--- src/hw/cpu_core_regs_defs.vh ---
// constants for the cpu core register set and flag logic
`ifndef CPU_CORE_REGS_DEFS_VH
`define CPU_CORE_REGS_DEFS_VH

// ************************************************************
// register byte offsets on the axi4-lite slave
// ************************************************************
`define OFS_PROG_COUNTER 8'h00
`define OFS_ACCUM 8'h04
`define OFS_TMP_ACCUM 8'h08
`define OFS_INDEX_REG 8'h0C
`define OFS_EXTRA_POINTER 8'h10
`define OFS_STACK_PTR 8'h14
`define OFS_PROG_STATUS_WORD 8'h18
`define OFS_ALU_CMD 8'h1C
`define OFS_BANK_ADDR 8'h20
`define OFS_CORE_STATUS 8'h24

// ************************************************************
// field positions in cond_flags (low byte of status word)
// ************************************************************
`define FLG_HALF 7
`define FLG_IRQ_EN 6
`define FLG_IRQ_LEVEL_HI 5
`define FLG_IRQ_LEVEL_LO 4
`define FLG_NEG 3
`define FLG_ZERO 2
`define FLG_OVF 1
`define FLG_CARRY 0

// ************************************************************
// alu command field: bit 4 word mode, bits 3:0 operation
// ************************************************************
`define ALU_WORD_BIT 4
`define OP_ADD 4'h0
`define OP_ADDC 4'h1
`define OP_SUB 4'h2
`define OP_SUBC 4'h3
`define OP_SHL 4'h4
`define OP_SHR 4'h5
`define OP_AND 4'h6
`define OP_OR 4'h7
`define OP_XOR 4'h8
`define OP_CMP 4'h9

// ************************************************************
// reset values and memory map figures
// ************************************************************
`define RST_REG16 16'h0000
`define RST_STATUS_WORD 16'h0030
`define BANK_BASE_ADDR 16'h0100
`define BANK_REGS_LOG2 3
`define RESP_OKAY 2'b00
`define RESP_SLVERR 2'b10
`define REGION_IO 2'b00
`define REGION_DATA 2'b01
`define REGION_PROG 2'b10

`endif

--- src/hw/cpu_core_regs_and_flags.v ---
// dedicated cpu registers, status word and condition flag logic behind axi4-lite
//
// Functional notes
// - program counter is a 16-bit register
// - 16-bit accumulator, low byte in byte ops
// - 16-bit second operand, low byte in byte ops
// - index register is 16 bits wide
// - extra pointer is a 16-bit address
// - stack pointer is a 16-bit register
// - status word: bank pointer high, flags low
// - half-carry on carry/borrow bit 3 to 4
// - interrupt enable gates requests, reset clears it
// - two-bit level field masks lower-priority requests
// - negative flag copies result msb
// - zero flag set on zero result
// - overflow flag on two's-complement overflow
// - carry flag on carry/borrow out of bit 7; word ops take it out of bit 15
// - shifts load carry with shifted-out bit
// - eight byte registers per bank, pointer-selected
// - banks from 0100h, 16 or 32 banks
// - 64-Kbyte space: io low, data, program high
//
// Local design decisions: the AXI4-Lite register port and the placing of the registers.
`timescale 1ns/1ps
`default_nettype none
`include "cpu_core_regs_defs.vh"

module cpu_core_regs_and_flags #(
	parameter LARGE_RAM = 1,
	parameter [15:0] IO_TOP = 16'h007F,
	parameter [15:0] PROG_BASE = 16'h4000
) (
	input wire ref_clk_i, // 200 MHz core clock
	input wire reset_n_i, // async reset, active low
	input wire [7:0] s_axi_awaddr_i, // write address
	input wire s_axi_awvalid_i, // write address valid
	output wire s_axi_awready_o, // write address ready
	input wire [31:0] s_axi_wdata_i, // write data
	input wire [3:0] s_axi_wstrb_i, // write byte strobes
	input wire s_axi_wvalid_i, // write data valid
	output wire s_axi_wready_o, // write data ready
	output reg [1:0] s_axi_bresp_o, // write response
	output reg s_axi_bvalid_o, // write response valid
	input wire s_axi_bready_i, // write response ready
	input wire [7:0] s_axi_araddr_i, // read address
	input wire s_axi_arvalid_i, // read address valid
	output wire s_axi_arready_o, // read address ready
	output reg [31:0] s_axi_rdata_o, // read data
	output reg [1:0] s_axi_rresp_o, // read response
	output reg s_axi_rvalid_o, // read data valid
	input wire s_axi_rready_i, // read data ready
	input wire irq_req_i, // interrupt request pin, async
	input wire [1:0] irq_req_level_i, // level code of the request, async
	output reg irq_accept_o, // request passes enable and level mask
	output reg [15:0] bank_addr_o // byte address of current bank
);

	// ************************************************************
	// functions
	// ************************************************************

	// merge a 16-bit register with strobed bus data
	function [15:0] merge16;
		input [15:0] old;
		input [31:0] data;
		input [3:0] strb;
		begin
			merge16[7:0] = strb[0] ? data[7:0] : old[7:0];
			merge16[15:8] = strb[1] ? data[15:8] : old[15:8];
		end
	endfunction

	// priority number of a level code, smaller is more urgent
	function [1:0] level_of;
		input [1:0] code;
		begin
			case (code)
				2'b00: level_of = 2'd1;
				2'b01: level_of = 2'd1;
				2'b10: level_of = 2'd2;
				default: level_of = 2'd3;
			endcase
		end
	endfunction

	// ************************************************************
	// state
	// ************************************************************
	localparam [5:0] BANK_MASK = LARGE_RAM ? 6'h1F : 6'h0F;
	localparam [15:0] RST_SW = `RST_STATUS_WORD; // split into pointer and flag halves
	reg [15:0] prog_counter_q;
	reg [15:0] accum_q;
	reg [15:0] tmp_accum_q;
	reg [15:0] index_reg_q;
	reg [15:0] extra_pointer_q;
	reg [15:0] stack_ptr_q;
	reg [7:0] bank_select_pointer_q;
	reg [7:0] cond_flags_q;
	reg [4:0] alu_cmd_q;
	reg aw_full_q;
	reg w_full_q;
	reg [7:0] aw_addr_q;
	reg [31:0] w_data_q;
	reg [3:0] w_strb_q;
	reg [2:0] irq_sync1_q;
	reg [2:0] irq_sync2_q;
	wire do_write;
	wire do_read;
	wire alu_go;
	wire word_mode;
	wire [3:0] alu_op;
	wire [7:0] cond_flags_wr;
	wire bank_in_range;
	reg [1:0] ep_region;

	// ************************************************************
	// axi4-lite handshakes
	// ************************************************************

	// address and data are buffered separately, taken in either order
	assign s_axi_awready_o = ~aw_full_q;
	assign s_axi_wready_o = ~w_full_q;
	assign s_axi_arready_o = ~s_axi_rvalid_o;
	assign do_write = aw_full_q & w_full_q & ~s_axi_bvalid_o;
	assign do_read = s_axi_arvalid_i & ~s_axi_rvalid_o;
	assign alu_go = do_write & (aw_addr_q == `OFS_ALU_CMD) & w_strb_q[0];
	assign word_mode = w_data_q[`ALU_WORD_BIT];
	assign alu_op = w_data_q[3:0];

	// write channel capture and response
	always @(posedge ref_clk_i or negedge reset_n_i)
	begin
		if (!reset_n_i)
		begin
			aw_full_q <= 1'b0;
			w_full_q <= 1'b0;
			aw_addr_q <= 8'h00;
			w_data_q <= 32'h00000000;
			w_strb_q <= 4'h0;
			s_axi_bvalid_o <= 1'b0;
			s_axi_bresp_o <= `RESP_OKAY;
		end
		else
		begin
			if (s_axi_awvalid_i && !aw_full_q)
			begin
				aw_full_q <= 1'b1;
				aw_addr_q <= {s_axi_awaddr_i[7:2], 2'b00};
			end
			if (s_axi_wvalid_i && !w_full_q)
			begin
				w_full_q <= 1'b1;
				w_data_q <= s_axi_wdata_i;
				w_strb_q <= s_axi_wstrb_i;
			end
			if (do_write)
			begin
				aw_full_q <= 1'b0;
				w_full_q <= 1'b0;
				s_axi_bvalid_o <= 1'b1;
				case (aw_addr_q)
					`OFS_PROG_COUNTER, `OFS_ACCUM, `OFS_TMP_ACCUM, `OFS_INDEX_REG,
					`OFS_EXTRA_POINTER, `OFS_STACK_PTR, `OFS_PROG_STATUS_WORD,
					`OFS_ALU_CMD: s_axi_bresp_o <= `RESP_OKAY;
					default: s_axi_bresp_o <= `RESP_SLVERR;
				endcase
			end
			else if (s_axi_bvalid_o && s_axi_bready_i)
				s_axi_bvalid_o <= 1'b0;
		end
	end

	// ************************************************************
	// alu and flag generation
	// ************************************************************
	reg [15:0] op_a;
	reg [15:0] op_b;
	reg [16:0] wide;
	reg [4:0] nib;
	reg [15:0] res;
	reg sub_op;
	reg cy_in;
	reg sa;
	reg sb;
	reg sr;
	reg [7:0] flags_alu;
	reg [15:0] accum_alu;

	// byte ops see only the low bytes of both operands
	always @*
	begin
		op_a = word_mode ? accum_q : {8'h00, accum_q[7:0]};
		op_b = word_mode ? tmp_accum_q : {8'h00, tmp_accum_q[7:0]};
		sub_op = (alu_op == `OP_SUB) | (alu_op == `OP_SUBC) | (alu_op == `OP_CMP);
		cy_in = ((alu_op == `OP_ADDC) | (alu_op == `OP_SUBC)) & cond_flags_q[`FLG_CARRY];
		if (sub_op)
		begin
			wide = {1'b0, op_a} - {1'b0, op_b} - {16'h0000, cy_in};
			nib = {1'b0, op_a[3:0]} - {1'b0, op_b[3:0]} - {4'h0, cy_in};
		end
		else
		begin
			wide = {1'b0, op_a} + {1'b0, op_b} + {16'h0000, cy_in};
			nib = {1'b0, op_a[3:0]} + {1'b0, op_b[3:0]} + {4'h0, cy_in};
		end
		flags_alu = cond_flags_q;
		case (alu_op)
			`OP_ADD, `OP_ADDC, `OP_SUB, `OP_SUBC, `OP_CMP:
			begin
				res = wide[15:0];
				flags_alu[`FLG_HALF] = nib[4];
				flags_alu[`FLG_CARRY] = word_mode ? wide[16] : wide[8];
			end
			`OP_SHL:
			begin
				res = {op_a[14:0], cond_flags_q[`FLG_CARRY]};
				flags_alu[`FLG_CARRY] = word_mode ? op_a[15] : op_a[7];
			end
			`OP_SHR:
			begin
				res = word_mode ? {cond_flags_q[`FLG_CARRY], op_a[15:1]} :
					{8'h00, cond_flags_q[`FLG_CARRY], op_a[7:1]};
				flags_alu[`FLG_CARRY] = op_a[0];
			end
			`OP_AND: res = op_a & op_b;
			`OP_OR: res = op_a | op_b;
			`OP_XOR: res = op_a ^ op_b;
			default: res = op_a;
		endcase
		sa = word_mode ? op_a[15] : op_a[7];
		sb = word_mode ? op_b[15] : op_b[7];
		sr = word_mode ? res[15] : res[7];
		flags_alu[`FLG_NEG] = sr;
		flags_alu[`FLG_ZERO] = word_mode ? (res == 16'h0000) : (res[7:0] == 8'h00);
		if (alu_op == `OP_ADD || alu_op == `OP_ADDC)
			flags_alu[`FLG_OVF] = (sa == sb) & (sr != sa);
		else if (sub_op)
			flags_alu[`FLG_OVF] = (sa != sb) & (sr != sa);
		else
			flags_alu[`FLG_OVF] = 1'b0;
		if (alu_op == `OP_CMP)
			accum_alu = accum_q;
		else if (word_mode)
			accum_alu = res;
		else
			accum_alu = {accum_q[15:8], res[7:0]};
	end

	// ************************************************************
	// dedicated register file
	// ************************************************************
	assign cond_flags_wr = w_strb_q[0] ? w_data_q[7:0] : cond_flags_q;

	// software writes and alu results
	always @(posedge ref_clk_i or negedge reset_n_i)
	begin
		if (!reset_n_i)
		begin
			prog_counter_q <= `RST_REG16;
			accum_q <= `RST_REG16;
			tmp_accum_q <= `RST_REG16;
			index_reg_q <= `RST_REG16;
			extra_pointer_q <= `RST_REG16;
			stack_ptr_q <= `RST_REG16;
			bank_select_pointer_q <= RST_SW[15:8];
			cond_flags_q <= RST_SW[7:0];
			alu_cmd_q <= 5'h00;
		end
		else if (do_write)
		begin
			case (aw_addr_q)
				`OFS_PROG_COUNTER: prog_counter_q <= merge16(prog_counter_q, w_data_q, w_strb_q);
				`OFS_ACCUM: accum_q <= merge16(accum_q, w_data_q, w_strb_q);
				`OFS_TMP_ACCUM: tmp_accum_q <= merge16(tmp_accum_q, w_data_q, w_strb_q);
				`OFS_INDEX_REG: index_reg_q <= merge16(index_reg_q, w_data_q, w_strb_q);
				`OFS_EXTRA_POINTER: extra_pointer_q <= merge16(extra_pointer_q, w_data_q, w_strb_q);
				`OFS_STACK_PTR: stack_ptr_q <= merge16(stack_ptr_q, w_data_q, w_strb_q);
				`OFS_PROG_STATUS_WORD:
				begin
					cond_flags_q <= cond_flags_wr;
					if (w_strb_q[1])
						bank_select_pointer_q <= w_data_q[15:8];
				end
				`OFS_ALU_CMD:
				begin
					if (alu_go)
					begin
						alu_cmd_q <= w_data_q[4:0];
						accum_q <= accum_alu;
						cond_flags_q <= flags_alu;
					end
				end
				default: alu_cmd_q <= alu_cmd_q;
			endcase
		end
	end

	// ************************************************************
	// register banks and memory regions
	// ************************************************************

	// eight byte registers per bank, base 0100h plus 8n
	assign bank_in_range = ({1'b0, bank_select_pointer_q[4:0]} & BANK_MASK)
		== {1'b0, bank_select_pointer_q[4:0]} && bank_select_pointer_q[7:5] == 3'b000;

	// registered byte address of the current bank, base plus eight times the pointer
	always @(posedge ref_clk_i or negedge reset_n_i)
	begin
		if (!reset_n_i)
			bank_addr_o <= `BANK_BASE_ADDR;
		else
			bank_addr_o <= `BANK_BASE_ADDR
				+ ({8'h00, bank_select_pointer_q} << `BANK_REGS_LOG2);
	end

	// 64-Kbyte map: io lowest, data above, program toward the top
	always @*
	begin
		if (extra_pointer_q <= IO_TOP)
			ep_region = `REGION_IO;
		else if (extra_pointer_q < PROG_BASE)
			ep_region = `REGION_DATA;
		else
			ep_region = `REGION_PROG;
	end

	// ************************************************************
	// interrupt gating
	// ************************************************************

	// two-flop synchroniser for request and its level
	always @(posedge ref_clk_i or negedge reset_n_i)
	begin
		if (!reset_n_i)
		begin
			irq_sync1_q <= 3'b000;
			irq_sync2_q <= 3'b000;
			irq_accept_o <= 1'b0;
		end
		else
		begin
			irq_sync1_q <= {irq_req_i, irq_req_level_i};
			irq_sync2_q <= irq_sync1_q;
			irq_accept_o <= irq_sync2_q[2] & cond_flags_q[`FLG_IRQ_EN]
				& (level_of(irq_sync2_q[1:0]) < level_of({cond_flags_q[`FLG_IRQ_LEVEL_HI],
				cond_flags_q[`FLG_IRQ_LEVEL_LO]}));
		end
	end

	// ************************************************************
	// read channel
	// ************************************************************

	// registered read data, one cycle after the address is taken
	always @(posedge ref_clk_i or negedge reset_n_i)
	begin
		if (!reset_n_i)
		begin
			s_axi_rvalid_o <= 1'b0;
			s_axi_rdata_o <= 32'h00000000;
			s_axi_rresp_o <= `RESP_OKAY;
		end
		else if (do_read)
		begin
			s_axi_rvalid_o <= 1'b1;
			s_axi_rresp_o <= `RESP_OKAY;
			case ({s_axi_araddr_i[7:2], 2'b00})
				`OFS_PROG_COUNTER: s_axi_rdata_o <= {16'h0000, prog_counter_q};
				`OFS_ACCUM: s_axi_rdata_o <= {16'h0000, accum_q};
				`OFS_TMP_ACCUM: s_axi_rdata_o <= {16'h0000, tmp_accum_q};
				`OFS_INDEX_REG: s_axi_rdata_o <= {16'h0000, index_reg_q};
				`OFS_EXTRA_POINTER: s_axi_rdata_o <= {16'h0000, extra_pointer_q};
				`OFS_STACK_PTR: s_axi_rdata_o <= {16'h0000, stack_ptr_q};
				`OFS_PROG_STATUS_WORD: s_axi_rdata_o <= {16'h0000, bank_select_pointer_q, cond_flags_q};
				`OFS_ALU_CMD: s_axi_rdata_o <= {27'h0000000, alu_cmd_q};
				`OFS_BANK_ADDR: s_axi_rdata_o <= {16'h0000, bank_addr_o};
				`OFS_CORE_STATUS: s_axi_rdata_o <= {28'h0000000, ep_region, irq_accept_o, bank_in_range};
				default:
				begin
					s_axi_rdata_o <= 32'h00000000;
					s_axi_rresp_o <= `RESP_SLVERR;
				end
			endcase
		end
		else if (s_axi_rvalid_o && s_axi_rready_i)
			s_axi_rvalid_o <= 1'b0;
	end

endmodule // cpu_core_regs_and_flags

`default_nettype wire

--- config.mk ---
export PLATFORM = sky130hd
export DESIGN_NAME = cpu_core_regs_and_flags
export DESIGN_NICKNAME = d
export VERILOG_FILES = /design/src/hw/cpu_core_regs_and_flags.v
export VERILOG_INCLUDE_DIRS = /design/src /design/src/hw
export SDC_FILE = /design/constraint.sdc
export NUM_CORES = 1
export LEC_CHECK = 0
export ABC_AREA = 0
export ABC_CLOCK_PERIOD_IN_PS = 5500
export BUFFER_PORTS_ARGS = -buffer_cell sky130_fd_sc_hd__buf_2
export CAP_MARGIN = 10
export CORE_MARGIN = 3
export CORE_UTILIZATION = 45
export DETAILED_ROUTE_END_ITERATION = 6
export PLACE_DENSITY = 0.69
export REMOVE_ABC_BUFFERS = 1
export SLEW_MARGIN = 40
export SYNTH_ARGS = -nofsm -noshare
export SYNTH_HDL_FRONTEND = slang
export SYNTH_SLANG_ARGS = --single-unit
--- constraint.sdc ---
create_clock -name ref_clk_i -period 5.5 [get_ports ref_clk_i]
set_input_delay 0.825 -clock ref_clk_i [delete_from_list [all_inputs] [get_ports ref_clk_i]]
set_output_delay 0.825 -clock ref_clk_i [all_outputs]
set_load 0.005 [all_outputs]
After elaboration in Yosys (flattened, before gate mapping)
Memories as Yosys holds them, arrays and structs flattened.
Index checks and enable logic that the tools add are counted.
{"block": "totals", "register_bits": 200, "latch_bits": 0, "ramBits": 0, "mem_bits_ro": 32, "output_inout_bits": 58, "elab_cells": 188, "memories": 1}
{"memory": "(no name shown)", "words": 32, "word_bits": 1, "read_ports": 1, "rd_clocked_by_memory_dff": 0, "wr": 0, "line_no": "cpu_core_regs_and_flags.v:161", "rtl": "case (aw_addr_q)"}
{"block": "op_classes", "addsub": 9, "multipliers": 0, "div": 0, "n_lt_le_gt_ge": 3, "eq_ne": 40, "n_shift": 0, "muxes": 38, "bitwise_logic": 21, "reduce_logical": 44}
{"operator": "16-bit one-hot mux with 10 select lines", "count": 1}
{"operator": "16-bit 2-to-1 mux", "count": 6}
{"operator": "16-bit one-hot mux with 6 select lines", "count": 1}
{"operator": "6-bit by 3-bit equality test with 1-bit output (second input constant)", "count": 8}
{"operator": "3-bit AND reduction", "count": 12}
{"operator": "16-bit one-hot mux with 2 select lines", "count": 1}
{"operator": "6-bit by 2-bit equality test with 1-bit output (second input constant)", "count": 4}
{"operator": "8-bit 2-to-1 mux", "count": 3}
{"operator": "16-bit by 16-bit adder with 17-bit output", "count": 1}
{"operator": "17-bit by 1-bit adder with 17-bit output", "count": 1}
{"operator": "17-bit 2-to-1 mux", "count": 1}
{"operator": "16-bit by 16-bit subtractor with 17-bit output", "count": 1}
{"operator": "17-bit by 1-bit subtractor with 17-bit output", "count": 1}
{"operator": "16-bit bitwise AND", "count": 1}
{"operator": "4-bit by 3-bit equality test with 1-bit output (second input constant)", "count": 4}
{"operator": "16-bit by 7-bit less-or-equal comparator with 1-bit output (second input constant)", "count": 1}
{"operator": "16-bit zero test", "count": 1}
{"operator": "8-bit zero test", "count": 2}
{"operator": "16-bit by 15-bit < comparator with 1-bit output (second input constant)", "count": 1}
{"operator": "1-bit 2-to-1 mux", "count": 16}
{"operator": "16-bit OR", "count": 1}
{"operator": "8-bit one-hot mux with 2 select lines", "count": 1}
{"operator": "16-bit bitwise XOR", "count": 1}
{"operator": "5-bit AND reduction", "count": 3}
{"operator": "38 further kinds", "count": 82}

Longest topological paths before layout
Gate-level depths: netlist (run 1).
{"block": "depth", "word_depth": 13, "mapped_depth": 19, "mapped_depth_nobuf": 15}

Least setup slack after synthesis (run 1)
OpenSTA, ideal clock, no wires.
{"block": "synth_path", "kind": "register -> register", "start": "register w_data_q[3]", "end": "register accum_q[14]", "setup_time_ps": 125, "arrival_ps": 4031, "required_time_ps": 5375, "slack_ps": 1344, "stages_incl_launch_ff": 18, "synth_period_minus_slack_ps": 4156, "cell_sequence": "dfrtp_1 -> clkbuf_1 -> clkbuf_1 -> buf_1 -> clkbuf_1 -> nor2_1 -> nand3_1 -> fa_1 -> fa_1 -> o21ai_2 -> a2bb2oi_2 -> a2111oi_2 -> o21ai_1 -> a31oi_1 -> o22ai_1 -> or3b_1 -> mux2_4 -> mux2_4"}
{"block": "synth_via", "elab_chain_len": 10}
{"element": "start, declared", "line_no": "cpu_core_regs_and_flags.v:103", "rtl": "reg [31:0] w_data_q;"}
{"element": "start signal, assigned", "line_no": "cpu_core_regs_and_flags.v:153", "rtl": "w_data_q <= s_axi_wdata_i;"}
{"element": "4-bit by 1-bit equality test with 1-bit output / 4-bit by 2-bit equality test with 1-bit output (equally long branches)", "line_no": "cpu_core_regs_and_flags.v:207", "rtl": "case (alu_op)"}
{"element": "1-bit OR", "line_no": "cpu_core_regs_and_flags.v:195", "rtl": "cy_in = ((alu_op == `OP_ADDC) | (alu_op == `OP_SUBC)) & cond_flags_q[`FLG_CARRY];"}
{"element": "1-bit bitwise AND", "line_no": "cpu_core_regs_and_flags.v:195"}
{"element": "17-bit by 1-bit adder with 17-bit output / 17-bit by 1-bit subtractor with 17-bit output (equally long branches)", "line_no": "cpu_core_regs_and_flags.v:203, cpu_core_regs_and_flags.v:198"}
{"element": "17-bit 2-to-1 mux", "line_no": "cpu_core_regs_and_flags.v:196", "rtl": "if (sub_op)"}
{"element": "16-bit one-hot mux with 6 select lines", "line_no": "cpu_core_regs_and_flags.v:207"}
{"element": "16-bit 2-to-1 mux", "line_no": "cpu_core_regs_and_flags.v:243", "rtl": "else if (word_mode)"}
{"element": "16-bit 2-to-1 mux", "line_no": "cpu_core_regs_and_flags.v:241", "rtl": "if (alu_op == `OP_CMP)"}
{"element": "16-bit 2-to-1 mux", "line_no": "cpu_core_regs_and_flags.v:286", "rtl": "if (alu_go)"}
{"element": "16-bit one-hot mux with 2 select lines", "line_no": "cpu_core_regs_and_flags.v:271", "rtl": "case (aw_addr_q)"}
{"element": "end signal, assigned", "line_no": "cpu_core_regs_and_flags.v:260", "rtl": "accum_q <= `RST_REG16;"}
{"element": "end signal, assigned", "line_no": "cpu_core_regs_and_flags.v:273", "rtl": "`OFS_ACCUM: accum_q <= merge16(accum_q, w_data_q, w_strb_q);"}
{"element": "end signal, assigned", "line_no": "cpu_core_regs_and_flags.v:289", "rtl": "accum_q <= accum_alu;"}
{"element": "end, declared", "line_no": "cpu_core_regs_and_flags.v:92", "rtl": "reg [15:0] accum_q;"}
Parallel ways exist; a longest one is shown, timed or not. The select of a mux whose other input is x is not followed.
A chain may end at the register's enable or synchronous reset.

Worst setup path in the final report (run 1)
{"block": "layout_path", "start": "register w_data_q[4]", "end": "register cond_flags_q[2]"}
{"block": "layout_via", "elab_chain_len": 9}
{"element": "16-bit 2-to-1 mux (on tied branches)", "line_no": "cpu_core_regs_and_flags.v:192, cpu_core_regs_and_flags.v:193"}
{"element": "16-bit by 16-bit adder with 17-bit output / 16-bit by 16-bit subtractor with 17-bit output (equally long branches)", "line_no": "cpu_core_regs_and_flags.v:203, cpu_core_regs_and_flags.v:198"}
{"element": "17-bit by 1-bit adder with 17-bit output / 17-bit by 1-bit subtractor with 17-bit output (equally long branches)", "line_no": "cpu_core_regs_and_flags.v:203, cpu_core_regs_and_flags.v:198"}
{"element": "17-bit 2-to-1 mux", "line_no": "cpu_core_regs_and_flags.v:196"}
{"element": "16-bit one-hot mux with 6 select lines", "line_no": "cpu_core_regs_and_flags.v:207"}
{"element": "16-bit zero test", "line_no": "cpu_core_regs_and_flags.v:234", "rtl": "flags_alu[`FLG_ZERO] = word_mode ? (res == 16'h0000) : (res[7:0] == 8'h00);"}
{"element": "1-bit 2-to-1 mux *", "line_no": "cpu_core_regs_and_flags.v:234"}
{"element": "8-bit 2-to-1 mux *", "line_no": "cpu_core_regs_and_flags.v:286"}
{"element": "8-bit one-hot mux with 2 select lines *", "line_no": "cpu_core_regs_and_flags.v:271"}
{"element": "end signal, assigned", "line_no": "cpu_core_regs_and_flags.v:266", "rtl": "cond_flags_q <= RST_SW[7:0];"}
{"element": "end signal, assigned", "line_no": "cpu_core_regs_and_flags.v:280", "rtl": "cond_flags_q <= cond_flags_wr;"}
{"element": "end signal, assigned", "line_no": "cpu_core_regs_and_flags.v:290", "rtl": "cond_flags_q <= flags_alu;"}
{"element": "end, declared", "line_no": "cpu_core_regs_and_flags.v:98", "rtl": "reg [7:0] cond_flags_q;"}
Mark *: on every way between the ends. The rest lies on a longest branch, timed or not. The select of a mux whose other input is x is not followed.

==> results of run 1 <==
## routing by layer
layer,up-vias,part of all wire (%),GRT usage [%]
met4,0,3.0,7.93
met1,4702,43,33.1
met5,-,0,0
li1,4440,-,-
met2,467,46,36.3
met3,79,7.8,3.87
## worst register-to-register path, stage by stage (launching register included)
cell       delay [ps]
dfrtp_1           830
nand2_1           300
ha_1              500
ha_1              410
nand3_1           150
nor2_1             90
a2111oi_2         480
o21ai_1           140
a31oi_1           350
o22ai_1           130
or3b_1            420
nor4_1            530
o22a_1            240
## registers in the layout (all words and copies together), names as in the netlist, 2 cells and up
register / count
extra_pointer_q: 16
aw_addr_q: 6
bank_select_pointer_q: 8
w_strb_q: 2
irq_sync2_q: 3
irq_sync1_q: 3
w_data_q: 16
accum_q: 16
bank_addr_o: 9
stack_ptr_q: 16
s_axi_rdata_o: 16
tmp_accum_q: 16
cond_flags_q: 8
prog_counter_q: 16
index_reg_q: 16
alu_cmd_q: 5
## Yosys cell counts (4+ instances only)
cell,count
o21ai_1,43
mux2i_1,20
mux2_1,17
inv_2,9
nand2b_1,9
mux2_2,88
a31oi_1,12
nand4_1,5
o21ai_0,77
ha_1,65
nand3_1,18
inv_1,65
o211ai_1,11
a21o_1,12
a21oi_1,65
buf_2,10
nor2b_1,18
a32oi_1,5
a221oi_1,11
buf_4,25
o22ai_1,12
a22oi_1,17
clkbuf_1,52
nand2_1,128
or3_1,6
mux4_2,16
xor2_1,10
o21a_1,10
buf_1,5
o31ai_1,6
dfrtp_1,176
nor3b_1,4
nor3_1,20
and3_1,4
a211oi_1,7
xnor2_1,14
o221ai_1,5
nor2_1,70
fa_1,4
## metrics by stage
step                cells  hold WS [ps]  cell area [sq um]
detailed placement   1576           335              12200
global placement     1576           333              12200
floorplan            1161           331              11300
CTS                  1608           353              12800
finish               1609           241              12900
global route         1609           259              12900
## layout make-up
type,instances,area (sq um),area share (%)
timing repair buffer,86,495,3.85
clock buffer,17,425,3.31
sequential,179,4480,34.9
clock inverter,15,158,1.23
multi-input combinational,907,6600,51.3
tap,330,413,3.21
inverter,75,282,2.19
## cell families after synthesis
group	count (synthesis)	share of synthesized area, %
AOI/OAI and AO/OA	339	18.6
and+or+nand+nor	307	12.1
DFF	179	38.3
buffers and inverters	168	6.36
muxes	143	15.2
adders and majority gates	69	7.64
xor gates and xnor gates	24	1.80
other	1	0.0321
## path summary, 6_finish.rpt
| kind | startpoint | cells past startpoint | endpoint | slack, ps |
|---|---|---|---|---|
| max | w_data_q[4]$_DFFE_PN0P_ | 12 | cond_flags_q[2]$_DFFE_PN0P_ | 880 |
| min | reset_n_i | 1 | prog_counter_q[11]$_DFFE_PN0P_ | 240 |
| max reg2reg | w_data_q[4]$_DFFE_PN0P_ | 12 | cond_flags_q[2]$_DFFE_PN0P_ | 880 |
| min reg2reg | irq_sync1_q[0]$_DFF_PN0_ | 0 | irq_sync2_q[0]$_DFF_PN0_ | 350 |
| max in group asynchronous | reset_n_i | 3 | cond_flags_q[5]$_DFFE_PN1P_ | 4070 |
| min in group ref_clk_i | irq_sync1_q[0]$_DFF_PN0_ | 0 | irq_sync2_q[0]$_DFF_PN0_ | 350 |
## power groups by stage
stage	clock, mW	combinational (mW)	sequential (mW)
final	1.21	4.10	2.32
after global routing	1.27	4.48	2.39
after CTS	1.21	4.04	2.31
after detailed placement	0	4.01	2.33
after global placement	0	3.93	2.31
after floorplan	0	2.86	2.20
==> impl_metrics.json, run 1 <==
{
  "fin_ws_ps": 882,
  "final_cell_mix": "dfrtp_1 (175), nand2_1 (128), mux2_2 (88)",
  "clock_skew_ps": 14.5,
  "critPathBufInv": 0,
  "place_congestion": 0.881,
  "num_rows": 58,
  "setup_tns_ps": 0,
  "powerDensity_nw_per_um2": 593,
  "tritoncts": "built",
  "violations": "DRC",
  "swShare_pct": 46.7,
  "slew_headroom_pct": 40.2,
  "p_sw_mw": 3.56,
  "synth_top_flop_cell": "dfrtp_1",
  "die_w_microns": 167,
  "cts_buffers": 17,
  "grt_pass1_vias": 9504,
  "worst_pin_slew_ps": 893,
  "post-cts-setup-buffers": 0,
  "postCtsHoldBufs": 0,
  "power_mw": 7.63,
  "ys_seq_area_share_pct": 38.3,
  "fin_crit_sh_pct": 84.0,
  "power.internal_mw": 4.07,
  "place_hpwl_mm": 23.7,
  "ir_worst_vdd_uv": 453,
  "dr.pass1.iters": 7,
  "portBuffers": 72,
  "overflow": 0,
  "path_class": "flip-flop to flip-flop",
  "path_common_cell": "ha_1",
  "grt_max_degree": 111,
  "drive_gt1_share_pct": 20.5,
  "crit_arrival_ps": 4990,
  "setup_viol": 0,
  "synthArstFlopShare_pct": 100,
  "drtIter0Drc": 1000,
  "path_delay_family": "simple AND/OR/NAND/NOR gates",
  "status": "finished, violations left",
  "synthDominantCellAreaShare_pct": 37.7,
  "synthToLayoutAreaGrowth_pct": 9.90,
  "leakage_nw": 5.92,
  "nNetsFinal": 1397,
  "cp_cell_sequence": "nand2_1, ha_1, ha_1, nand3_1, nor2_1, a2111oi_2, o21ai_1, a31oi_1, o22ai_1, or3b_1, nor4_1, o22a_1",
  "p_clk_share_pct": 15.8,
  "num_vias": 9688,
  "synth_cells": 1230,
  "drcViolationCount": 1,
  "hold_class": "input port to asynchronous set/reset pin",
  "synth_edf_count": 0,
  "max_freq_ghz": 0.217,
  "die_h_microns": 167,
  "root_buffer": "clkbuf_16",
  "fillers": 2317,
  "fp.coreArea_sq_um": 25400,
  "cts.clk_slew.worst_paths_ps": 80,
  "wire_per_inst_microns": 20.5,
  "postSynthAreaPerCell_sq_um": 9.51,
  "htreeDepth": 4,
  "track_usage_pct": 23.2,
  "comb_power_share_pct": 53.7,
  "cts.sinks": 179,
  "finalCriticalPeriod_ps": 4620,
  "cpPeakStageDelay_ps": 830,
  "utilization_pct": 50.6,
  "rsz0062_at_grt": "false",
  "dpl_worst_slack_ps": 1010,
  "yosysWarnings": 0,
  "grt_pass1_wl_mm": 52.5,
  "max_cap_violations": 0,
  "synth-seq-cells": 179,
  "boundaryPins": 120,
  "ctsLongestPathBuffers": 2,
  "critical_path_required_ps": 5870,
  "clk_latency_ps": 430,
  "start_util_pct": 46.1,
  "routed_via_density": 6.02,
  "ys_types": 87,
  "hold_viol": 0,
  "worstPathMaxFanout": 21,
  "worstSetupStartpointType": "flip-flop",
  "end_kind": "flip-flop",
  "cp_slowest_cell": "dfrtp_1",
  "drtAntennaViolNets": 0,
  "sequentialPowerShare_pct": 30.4,
  "yosysTopAreaCell": "dfrtp_1",
  "postCtsResizedCells": 0,
  "drv_slew": 0,
  "die_area_sq_um": 28000,
  "syn_area_sq_um": 11700,
  "antenna_cells": 0,
  "yosys-top-cells-area": "dfrtp_1 (38%), mux2_2 (8.5%), ha_1 (7.0%)",
  "grt_antenna_before_repair": 0,
  "drt-total-wl_mm": 33.0,
  "final_common_cell": "dfrtp_1"
}
(Power assumes the default switching activity.)
==> run 2, diff against run 1 <==
--- a/config.mk
+++ b/config.mk
@@ -7,7 +7,7 @@
 export NUM_CORES = 1
 export LEC_CHECK = 0
 export ABC_AREA = 0
-export ABC_CLOCK_PERIOD_IN_PS = 5500
+export ABC_CLOCK_PERIOD_IN_PS = 4650
 export BUFFER_PORTS_ARGS = -buffer_cell sky130_fd_sc_hd__buf_2
 export CAP_MARGIN = 10
 export CORE_MARGIN = 3
==> constraint.sdc (replaced) <==
create_clock -name ref_clk_i -period 4.65 [get_ports ref_clk_i]
set_input_delay 0.6975 -clock ref_clk_i [delete_from_list [all_inputs] [get_ports ref_clk_i]]
set_output_delay 0.6975 -clock ref_clk_i [all_outputs]
set_load 0.005 [all_outputs]
==> impl_metrics.json, run 2 (synthesized netlist as in run 1, its figures left out) <==
{
  "critical_path_required_ps": 5020,
  "overflow": 0,
  "die_w_microns": 167,
  "drive_gt1_share_pct": 21.0,
  "max_freq_ghz": 0.240,
  "hold_viol": 0,
  "dpl_cell_area_sq_um": 12300,
  "drv_slew": 0,
  "slew_headroom_pct": 40.8,
  "grt_antenna_before_repair": 0,
  "hold_class": "input port to asynchronous set/reset pin",
  "grt_pass1_vias": 9613,
  "tritoncts": "built",
  "worstSetupStartpointType": "flip-flop",
  "synthToLayoutAreaGrowth_pct": 10.8,
  "place_congestion": 0.928,
  "nNetsFinal": 1406,
  "die_h_microns": 167,
  "drtAntennaViolNets": 0,
  "powerDensity_nw_per_um2": 704,
  "fp.coreArea_sq_um": 25400,
  "worstPathMaxFanout": 9,
  "ir_worst_vdd_uv": 492,
  "cpPeakStageDelay_ps": 550,
  "routed_via_density": 6.01,
  "postCtsResizedCells": 0,
  "clk_latency_ps": 430,
  "fin_worst_hold_slack_ps": 110,
  "grt_max_degree": 104,
  "postCtsHoldBufs": 0,
  "root_buffer": "clkbuf_16",
  "die_area_sq_um": 28000,
  "cp_cell_sequence": "inv_1, ha_1, ha_1, a21oi_1, o21ai_1, a2111oi_2, o21ai_1, a31oi_1, o22ai_1, or3b_1, nor4_1, o22a_1",
  "end_kind": "flip-flop",
  "final_common_cell": "dfrtp_1",
  "num_rows": 58,
  "fin_crit_sh_pct": 89.5,
  "drcViolationCount": 6,
  "boundaryPins": 120,
  "finalCriticalPeriod_ps": 4160,
  "worst_pin_slew_ps": 886,
  "drtIter0Drc": 924,
  "drt-total-wl_mm": 33.0,
  "track_usage_pct": 23.4,
  "grt_pass1_wl_mm": 52.9,
  "antenna_cells": 0,
  "cts.sinks": 179,
  "finalInstanceArea_sq_um": 13000,
  "setup_tns_ps": 0,
  "dr.pass1.iters": 7,
  "max_cap_violations": 0,
  "portBuffers": 72,
  "rsz0062_at_grt": "false",
  "leakage_nw": 5.98,
  "wire_per_inst_microns": 20.4,
  "final_cell_mix": "dfrtp_1 (174), nand2_1 (128), mux2_2 (88)",
  "ctsLongestPathBuffers": 2,
  "cts_buffers": 17,
  "place_hpwl_mm": 23.9,
  "start_util_pct": 46.1,
  "clock_skew_ps": 12.5,
  "cts.clk_slew.worst_paths_ps": 70,
  "htreeDepth": 4,
  "status": "finished, violations left",
  "path_class": "flip-flop to flip-flop",
  "cp_slowest_cell": "a2111oi_2",
  "post-cts-setup-buffers": 0,
  "setup_viol": 0,
  "violations": "DRC",
  "num_vias": 9732,
  "crit_arrival_ps": 4530
}
==> run 2: metrics by stage <==
stage	power (mW)	std cells	util [%]	worst slack, ps
final	9.12	1618	51.0	489
after global routing	9.78	1618	51.0	206
after CTS	9.04	1617	50.9	372
after detailed placement	7.53	1585	48.5	387
after global placement	7.43	1585	48.4	417
after floorplan	5.98	1161	-	558
==> run 2: final cells by class <==
class                      count  area, sq um
clock buffer                  17          425
clock inverter                15          189
fill                        2349        12400
inverter                      75          282
multi-input combinational    907         6590
sequential                   179         4490
tap                          330          413
timing repair buffer          95          576
==> run 2: final timing paths <==
path,slack [ps],from,cells past startpoint,endpoint
setup / recovery,490,accum_q[7]$_DFFE_PN0P_,12,cond_flags_q[2]$_DFFE_PN0P_
hold / removal,110,reset_n_i,1,bank_select_pointer_q[3]$_DFFE_PN0P_
setup reg to reg,490,accum_q[7]$_DFFE_PN0P_,12,cond_flags_q[2]$_DFFE_PN0P_
hold reg to reg,350,irq_sync1_q[2]$_DFF_PN0_,0,irq_sync2_q[2]$_DFF_PN0_
max in group asynchronous,3840,reset_n_i,2,cond_flags_q[5]$_DFFE_PN1P_
min in group ref_clk_i,350,irq_sync1_q[2]$_DFF_PN0_,0,irq_sync2_q[2]$_DFF_PN0_
==> run 2: worst max-delay path: cells and delay by family (launching register included) <==
family	cells	cell delay, ps
AOI/OAI and AO/OA	7	1690
adders and majority gates	2	810
buffers and inverters	1	150
DFF	1	540
and+or+nand+nor	2	910
==> run 2: report_power, final <==
| group | internal, mW | switching, mW | leakage [nW] | total [mW] |
|---|---|---|---|---|
| combinational | 2.03 | 2.86 | 3.30 | 4.89 |
| clock | 0.780 | 0.716 | 0.298 | 1.50 |
| sequential | 2.09 | 0.648 | 2.38 | 2.74 |
==> run 2: metal layers <==
| layer | vias up | track usage, % | wire, microns |
|---|---|---|---|
| met5 | - | 0 | 0 |
| li1 | 4461 | - | - |
| met3 | 67 | 3.99 | 2360 |
| met2 | 410 | 36.6 | 15000 |
| met4 | 0 | 6.58 | 787 |
| met1 | 4794 | 33.7 | 14900 |
